**src/hdl/hf_osc_pkg.sv**
```systemverilog
// Constants for the high-frequency oscillator control register
package hf_osc_pkg;
  localparam logic [7:0] OSC_CTRL_ADDR    = 8'hb2;
  localparam logic [7:0] OSC_CTRL_RESET   = 8'hc0;
  localparam int         ENABLE_BIT       = 7;
  localparam int         READY_BIT        = 6;
  localparam int         SUSPEND_BIT      = 5;
  localparam int         SYNC_BIT         = 4;
  localparam int         DIV_LSB          = 0;
  localparam int         DIV_WIDTH        = 2;
  localparam logic [2:0] SYSCLK_SEL_DIV   = 3'h0;
  localparam logic [2:0] SYSCLK_SEL_DIRECT = 3'h3;
  localparam logic [1:0] WAKE_SYNC_CLOCKS = 2'h3;
  localparam int         CLK_PERIOD_PS    = 5000;
  localparam int         SETTLE_NS        = 20;
  localparam int         SETTLE_CYCLES    = (SETTLE_NS * 1000 + CLK_PERIOD_PS - 1) / CLK_PERIOD_PS;
endpackage

```
**src/hdl/hf_clock_divider.sv**
```systemverilog
// Divider producing the scaled oscillator clock enable
`timescale 1ns/1ps
`default_nettype none
module hf_clock_divider
  import hf_osc_pkg::*;
(
  input  wire logic                 clk,
  input  wire logic                 reset,
  input  wire logic [DIV_WIDTH-1:0] ratio_sel,
  output logic                      tick_q
);
  typedef struct packed {
    logic [3:0] cnt;
    logic       tick;
  } div_s;

  div_s state_q;
  div_s state_d;

  // Field 0 -> 16, 1 -> 8, 2 -> 4, 3 -> 2; reload value is ratio minus one
  function automatic logic [3:0] reload(input logic [DIV_WIDTH-1:0] sel);
    reload = 4'hf >> sel;
  endfunction

  always_comb begin
    state_d      = state_q;
    state_d.tick = (state_q.cnt == 4'h0);
    // New ratio is picked up at wrap to keep the output glitch free
    if (state_q.cnt == 4'h0) begin
      state_d.cnt = reload(ratio_sel);
    end else begin
      state_d.cnt = state_q.cnt - 4'h1;
    end
  end

  always_ff @(posedge clk) begin
    if (reset) begin
      state_q <= '{cnt: 4'hf, tick: 1'b0};
    end else begin
      state_q <= state_d;
    end
  end

  assign tick_q = state_q.tick;
endmodule
`default_nettype wire

```
**src/hdl/hf_oscillator_control.sv**
```systemverilog
// High-frequency oscillator control register, suspend and wake logic
`timescale 1ns/1ps
`default_nettype none
module hf_oscillator_control
  import hf_osc_pkg::*;
(
  input  wire logic       clk,
  input  wire logic       reset,
  input  wire logic [7:0] sfr_addr,
  input  wire logic       sfr_wr,
  input  wire logic       sfr_rd,
  input  wire logic [7:0] sfr_wdata,
  output logic      [7:0] sfr_rdata,
  input  wire logic [2:0] sysclk_source_sel,
  input  wire logic       port0_match,
  input  wire logic       port1_match,
  input  wire logic       cmp0_enable,
  input  wire logic       cmp0_out,
  input  wire logic       timer3_overflow,
  input  wire logic       wake_timer_clk_pin,
  output logic            osc_run,
  output logic            sysclk_tick,
  output logic            core_stall
);
  typedef struct packed {
    logic                 enable;
    logic                 suspend;
    logic [DIV_WIDTH-1:0] div_sel;
    logic [3:0]           settle_cnt;
    logic                 ready;
    logic                 pending;
    logic [1:0]           tclk_cnt;
    logic                 cmp_s1;
    logic                 cmp_s2;
    logic                 tclk_s1;
    logic                 tclk_s2;
    logic                 tclk_s3;
    logic [7:0]           rdata;
    logic                 sys_tick;
    logic                 stall;
    logic                 run;
  } ctrl_s;

  ctrl_s state_q;
  ctrl_s state_d;

  logic div_tick;
  logic ctrl_hit;
  logic ctrl_wr;
  logic wake_other;
  logic wake_any;
  logic tclk_edge;
  logic internal_src;

  hf_clock_divider u_div (
    .clk      (clk),
    .reset    (reset),
    .ratio_sel(state_q.div_sel),
    .tick_q   (div_tick)
  );

  function automatic logic uses_internal(input logic [2:0] sel);
    uses_internal = (sel == SYSCLK_SEL_DIV) || (sel == SYSCLK_SEL_DIRECT);
  endfunction

  assign ctrl_hit     = (sfr_addr == OSC_CTRL_ADDR);
  assign ctrl_wr      = sfr_wr && ctrl_hit;
  assign internal_src = uses_internal(sysclk_source_sel);
  // Comparator output is analog, so only its synchronised copy is used
  assign wake_other   = port0_match || port1_match || (cmp0_enable && !state_q.cmp_s2);
  assign wake_any     = wake_other || timer3_overflow;
  assign tclk_edge    = state_q.tclk_s2 && !state_q.tclk_s3;

  always_comb begin
    state_d         = state_q;
    state_d.cmp_s1  = cmp0_out;
    state_d.cmp_s2  = state_q.cmp_s1;
    state_d.tclk_s1 = wake_timer_clk_pin;
    state_d.tclk_s2 = state_q.tclk_s1;
    state_d.tclk_s3 = state_q.tclk_s2;

    if (ctrl_wr) begin
      state_d.enable  = sfr_wdata[ENABLE_BIT];
      state_d.div_sel = sfr_wdata[DIV_LSB +: DIV_WIDTH];
      // A wake event in the write cycle wins, so it is never lost
      if (sfr_wdata[SUSPEND_BIT] && !wake_any) begin
        state_d.suspend = 1'b1;
      end
    end
    if (state_q.suspend && wake_any) begin
      state_d.suspend = 1'b0;
    end
    if (!state_d.enable) begin
      state_d.suspend = 1'b0;
    end

    // Restart or re-enable reloads the settling count
    if (!state_q.enable || state_q.suspend) begin
      state_d.settle_cnt = SETTLE_CYCLES[3:0];
    end else if (state_q.settle_cnt != 4'h0) begin
      state_d.settle_cnt = state_q.settle_cnt - 4'h1;
    end
    state_d.ready = state_d.enable && !state_d.suspend
                    && (state_q.settle_cnt == 4'h0) && state_q.enable && !state_q.suspend;

    // Timer domain needs a few of its own clocks to catch up after foreign wakes
    if (state_q.suspend && wake_other && !timer3_overflow) begin
      state_d.pending  = 1'b1;
      state_d.tclk_cnt = 2'h0;
    end else if (state_q.pending && tclk_edge) begin
      if (state_q.tclk_cnt == WAKE_SYNC_CLOCKS - 2'h1) begin
        state_d.pending = 1'b0;
      end
      state_d.tclk_cnt = state_q.tclk_cnt + 2'h1;
    end

    state_d.rdata = 8'h00;
    if (sfr_rd && ctrl_hit) begin
      state_d.rdata[ENABLE_BIT]              = state_q.enable;
      state_d.rdata[READY_BIT]               = state_q.ready;
      state_d.rdata[SUSPEND_BIT]             = state_q.suspend;
      state_d.rdata[SYNC_BIT]                = state_q.pending;
      state_d.rdata[DIV_LSB +: DIV_WIDTH]    = state_q.div_sel;
    end

    state_d.run   = state_d.enable && !state_d.suspend;
    // Stall holds the fetch so execution resumes at the next instruction
    state_d.stall = state_d.suspend && internal_src;
    if (state_d.suspend || !state_d.enable) begin
      state_d.sys_tick = !internal_src;
    end else if (sysclk_source_sel == SYSCLK_SEL_DIV) begin
      state_d.sys_tick = div_tick;
    end else begin
      state_d.sys_tick = 1'b1;
    end
  end

  always_ff @(posedge clk) begin
    if (reset) begin
      state_q            <= '0;
      state_q.enable     <= OSC_CTRL_RESET[ENABLE_BIT];
      state_q.ready      <= OSC_CTRL_RESET[READY_BIT];
      state_q.suspend    <= OSC_CTRL_RESET[SUSPEND_BIT];
      state_q.div_sel    <= OSC_CTRL_RESET[DIV_LSB +: DIV_WIDTH];
      state_q.run        <= OSC_CTRL_RESET[ENABLE_BIT];
      // Comparator idles high; a low reset value would fake a wake
      state_q.cmp_s1     <= 1'b1;
      state_q.cmp_s2     <= 1'b1;
    end else begin
      state_q <= state_d;
    end
  end

  assign sfr_rdata   = state_q.rdata;
  assign osc_run     = state_q.run;
  assign sysclk_tick = state_q.sys_tick;
  assign core_stall  = state_q.stall;
endmodule
`default_nettype wire

```
**config.mk**
```make
export PLATFORM = sky130hd
export DESIGN_NAME = hf_oscillator_control
export DESIGN_NICKNAME = d
export VERILOG_FILES = /design/src/hdl/hf_osc_pkg.sv /design/src/hdl/hf_clock_divider.sv /design/src/hdl/hf_oscillator_control.sv
export SDC_FILE = /design/constraint.sdc
export NUM_CORES = 1
export LEC_CHECK = 0
export BUFFER_PORTS_ARGS = -buffer_cell sky130_fd_sc_hd__buf_2
export CAP_MARGIN = 15
export CORE_ASPECT_RATIO = 1.1
export CORE_MARGIN = 8
export CORE_UTILIZATION = 25
export CTS_CLUSTER_DIAMETER = 100
export DETAILED_ROUTE_END_ITERATION = 12
export GPL_TIMING_DRIVEN = 0
export PLACE_DENSITY = 0.44
export SLEW_MARGIN = 20
export SYNTH_ARGS = -nofsm -noshare
export SYNTH_HDL_FRONTEND = slang
export SYNTH_SLANG_ARGS = --single-unit
```
**constraint.sdc**
```tcl
create_clock -name clk -period 2.07 [get_ports clk]
set_input_delay 0.414 -clock clk [delete_from_list [all_inputs] [get_ports clk]]
set_output_delay 0.414 -clock clk [all_outputs]
set_load 0.1 [all_outputs]
```
Yosys cells after proc, flatten, opt, wreduce, memory -nomap -nowiden
Cells that the tools add are included.

operators by class
  bitwise gates (word level) = 1
  add/sub/neg operators = 3
  shift operators = 1
  eq/ne operators = 3
  reduce and logical (&&, ||, !) cells = 40
  muxes and demuxes = 12

operators by type and width
  cell                                                                   number
  4-bit two-way mux                                                      4
  1-bit logical AND                                                      14
  1-bit zero test                                                        9
  8-bit equality test, second input constant                             1
  4-bit zero test                                                        2
  4-bit by 1-bit subtractor with 4-bit output, second input constant     2
  1-bit logical OR                                                       6
  1-bit two-way mux                                                      6
  3-bit two-way mux                                                      2
  2-bit nonzero test                                                     3
  2-bit OR reduction                                                     3
  4-bit nonzero test                                                     1
  4-bit by 2-bit >> shifter with 4-bit output, first input constant      1
  3-bit by 2-bit equality test with 1-bit output, second input constant  1
  3-bit zero test                                                        1
  2-bit by 1-bit adder with 2-bit output, second input constant          1
  2-bit equality test, second input constant                             1
  2-bit AND reduction                                                    1
  1-bit NOT                                                              1

storage, ports and cells
  word-level logic and storage cells = 80
  flip-flop bits (word level) = 33
  output and inout bits = 11

Depth between registers and ports, before layout
  depth after elaboration = 15
  depth in mapped cells = 6
  mapped depth without buffers = 6

By module
Synthesis repeated with hierarchy kept, for this count alone.

second synthesis, totals
  cells, all modules = 130
  area total of the unflattened synthesis = 1,280.0 um^2

by module, submodules not included
  module                 sequential area each (um^2)  area an instance (um^2)  times used  cells each
  hf_oscillator_control  520.5                        1,056.0                  1           105
  hf_clock_divider       100.1                        224.0                    1           25

Worst setup path after synthesis
No wires, ideal clock.

  kind = input to register
  from = input port sfr_addr[0]
  to = register state_q[19] (netlist bit)
  buffers on the path = 0
  required time = 1,954 ps
  arrival time = 1,454 ps
  slack = 500 ps
  setup time = 116 ps
  stages on the path = 4
  cell sequence = nor4b_4 a41oi_1 or3_4 a31o_2

on the way
  cells in the longest elaborated chain, start to end = 10

ends and longest elaborated chain
  item                              line                          RTL
  from (decl)                       hf_oscillator_control.sv:9    input wire logic [7:0] sfr_addr,
  8-bit equality test *             hf_oscillator_control.sv:66   assign ctrl_hit = (sfr_addr == OSC_CTRL_ADDR);
  1-bit logical AND *               hf_oscillator_control.sv:67   assign ctrl_wr = sfr_wr && ctrl_hit;
  4-bit two-way mux *               hf_oscillator_control.sv:82   if (ctrl_wr) begin
  1-bit two-way mux                 hf_oscillator_control.sv:90   if (state_q.suspend && wake_any) begin
  1-bit two-way mux                 hf_oscillator_control.sv:93   if (!state_d.enable) begin
  1-bit zero test                   hf_oscillator_control.sv:103  state_d.ready = state_d.enable && !state_d.suspend
  1-bit logical AND *               hf_oscillator_control.sv:103
  1-bit logical AND * (3 in a row)  hf_oscillator_control.sv:104  && (state_q.settle_cnt == 4'h0) && state_q.enable && !state_q.suspend;
  to (signal assigned)              hf_oscillator_control.sv:150  state_q <= state_d;
  to (decl)                         hf_oscillator_control.sv:44   ctrl_s state_q;

Every way passes the cells marked *; elsewhere a longest branch is shown, timed or not.
A chain may end at the register's enable or synchronous reset.

Worst setup path in the final report
  from = input port sfr_addr[0]
  to = register state_q (netlist bit sysclk_tick)

on the way
  cells in the longest elaborated chain, start to end = 7
  elaborated cells between the ends (all ways) = 8

ends and longest elaborated chain
  item                   line                          RTL
  8-bit equality test *  hf_oscillator_control.sv:66
  1-bit logical AND *    hf_oscillator_control.sv:67
  4-bit two-way mux *    hf_oscillator_control.sv:82
  1-bit two-way mux      hf_oscillator_control.sv:90
  1-bit two-way mux      hf_oscillator_control.sv:93
  1-bit logical OR *     hf_oscillator_control.sv:129  if (state_d.suspend || !state_d.enable) begin
  1-bit two-way mux *    hf_oscillator_control.sv:129

Marked as above.

==> results by group <==
Run status
  – Outcome: finished clean

Global route
  – Pin count of the biggest net entering global routing: 11
  – GRT met3 Usage: 0.0424
  – Met1 GRT Util: 0.0797
  – Busiest layer in global routing: met2
  – First-pass GRT wire length: 4630 um
  – Aggregate global routing overflow: 0
  – Number of global-route vias before repair: 1024
  – Gr usage total: 0.0748
  – Initial antenna violation count: 0
  – Met2 usage: 0.117

Critical path
  – CP cell instances: buf_2 > nor4b_4 > nand3_1 > mux2_2 > a31o_1
  – Critical R2R Launch: u_div.state_q[1]
  – Crit start category: input port
  – CP bufs+invs: 1
  – CP arrival: 1.69 ns
  – Reg2reg end: u_div.state_q[2]
  – Reg2reg path depth: 5
  – CP max FO: 4
  – Crit path kind: input port to flop
  – Critical path required time: 2.24 ns
  – Endpoint class of the critical path: flop
  – Flop2flop setup slack: 0.61 ns
  – Worst path slowest cell: mux2_2
  – Crit path max-delay family: simple AND/OR/NAND/NOR gates
  – CP max stage delay: 0.38 ns

Synthesis
  – Flops & latches, synth: 31
  – Area of the mapped netlist: 0.00126 mm^2
  – Post-synth top area share: 0.491
  – Most frequent cell after synthesis: dfxtp_1
  – Synth Flop Type: dfxtp_1
  – Post-Syn Instances: 128
  – Area leader, netlist: dfxtp_1
  – Synth cell types: 38
  – Top post-synthesis cells by area: dfxtp_1 49%, buf_4 4.7%, nor2_1 4.5%
  – Synth top cells by count: 31 x dfxtp_1, 15 x nor2_1, 8 x buf_4, 8 x inv_1, 6 x and2_1
  – Register area share after synthesis: 0.491
  – Ys async rst share: 0
  – YS warnings: 0
  – Syn Area/Cell: 9.88 um^2
  – EDFF count, synth: 0

Die
  – Core area: 0.00493 mm^2
  – # rows: 27
  – Die H: 90.6 um
  – Die W: 83.8 um
  – Die footprint: 0.00759 mm^2
  – Ports: 40
  – Initial Util: 0.256

Timing
  – Worst clock skew: 0.00502 ns
  – Hold Vio Cnt, Final: 0
  – Max frequency: 0.657 GHz
  – Final Slew Violations: 0
  – TNS Setup: 0 ns
  – Tmin final: 1.52 ns
  – Final setup vio count: 0
  – RSZ-0062 raised after global routing: false
  – Period utilization: 0.735

Detailed routing
  – Pre-antenna DRT Iters: 4
  – 1st-iter DRT viols: 23
  – Via count: 979
  – Residual DRC: 0
  – Drt wl/cell: 12.0 um
  – Routed vias/inst: 4.29
  – ANT nets after route: 0
  – Drt total wl: 2730 um

Clock network
  – Hold_buf cts: 0
  – CTS Sinks: 31
  – TritonCTS Buffers: 5
  – Max H-tree Level: 2
  – Worst-skew pair later-pin latency: 0.28 ns
  – Post_cts resized: 0
  – TritonCTS clock tree: yes
  – Post-CTS repair timing setup buffer count: 0
  – Clock root buffer master: clkbuf_8
  – CTS max path bufs: 2
  – Reg clk slew, reported paths: 0.06 ns

Place
  – Placer congestion estimate: 0.715
  – Number of buffers added on ports: 33
  – Final HPWL DP: 2190 um

Power
  – Peak VDD IR: 0.280 mV
  – Leak pwr: 0.727 nW
  – Total power divided by cell area: 868 mW/mm^2

Finish
  – Share of cells above drive strength 1: 0.341
  – Net count, final: 201
  – Util after Layout: 0.322
  – Multi-input gate area: 551 um^2
  – Area growth, synth to finish: 25.7%
  – Ant diodes: 0
  – Fill cells: 503
  – Register Area: 621 um^2

Hold path
  – Hold path depth: 2
  – Hold Startpoint: cmp0_out
  – Endpoint, Worst Hold: state_d[14]
  – Worst hold path type: input port to flop

Job
  – Max-cap viol count: 0
## cell usage in the layout (no fill, tap or decap), drive strengths merged, types with 3 or more instances in the layout
| cell | netlist | final |
|---|---|---|
| mux2i | 3 | 3 |
| ha | 3 | 3 |
| clkbuf | 2 | 7 |
| buf | 8 | 41 |
| and2 | 6 | 6 |
| dfxtp | 31 | 31 |
| clkinv | 0 | 3 |
| nor2b | 4 | 4 |
| nor3 | 5 | 5 |
| nor2 | 15 | 15 |
| inv | 8 | 8 |
| or3 | 3 | 3 |
| nand2 | 4 | 4 |
| nand3b | 3 | 3 |
## how the worst max path moves through the flow
| stage | start | end | slack (ns) | depth (start not counted) |
|---|---|---|---|---|
| floorplan | sfr_addr[0] | state_q[19] | 0.50 | 4 |
| global placement | sfr_addr[0] | sysclk_tick | 0.27 | 5 |
| detailed placement | sfr_addr[0] | sysclk_tick | 0.24 | 5 |
| CTS | sfr_addr[0] | sysclk_tick | 0.54 | 5 |
| global route | sfr_addr[0] | sysclk_tick | 0.50 | 5 |
| finish | sfr_addr[0] | sysclk_tick | 0.55 | 5 |
## metal layers
| metal | vias up | share of wire |
|---|---|---|
| li1 | 505 | - |
| met1 | 439 | 0.47 |
| met2 | 30 | 0.44 |
| met3 | 5 | 0.077 |
| met4 | 0 | 0.014 |
| met5 | - | 0 |
## through the flow
stage	power [mW]	instance area [um^2]	hold WS, ns	instances	setup WS, ns
2_1_floorplan	0.872	1270	0.389	129	0.500
3_3_place_gp	0.925	1510	0.396	220	0.268
3_5_place_dp	0.937	1510	0.406	220	0.245
4_1_cts	1.39	1590	0.312	228	0.538
5_1_grt	1.47	1590	0.316	228	0.495
6_report	1.38	1590	0.315	228	0.549
## report_power, final
group	switching (mW)	internal (mW)
Sequential	0.0283	0.643
Combinational	0.141	0.110
Clock	0.228	0.230
Total	0.397	0.982
## final cells by class
cell class	instances	area share
multi-input combinational	80	0.346
timing repair buffer	33	0.104
clock buffer	5	0.0433
inverter	8	0.0189
sequential	31	0.390
clock inverter	3	0.00944
tap	58	0.0456
buffer	10	0.0425
## flip-flops by register name, indices dropped and copies added (netlist names)
register	cells
state_q	14
core_stall	1
sfr_rdata	6
u_div.tick_q	1
sysclk_tick	1
state_d	3
osc_run	1
u_div.state_q	4
## cell families after synthesis
group | Yosys count | share of synthesized area
and+or+nand+nor | 52 | 0.251
DFF | 31 | 0.491
buffers and inverters | 18 | 0.0772
AOI/OAI and AO/OA | 15 | 0.0861
muxes | 5 | 0.0415
adders and majority gates | 3 | 0.0297
xor gates and xnor gates | 3 | 0.0208
other | 1 | 0.00296
Power figures use the tool's default switching activity.
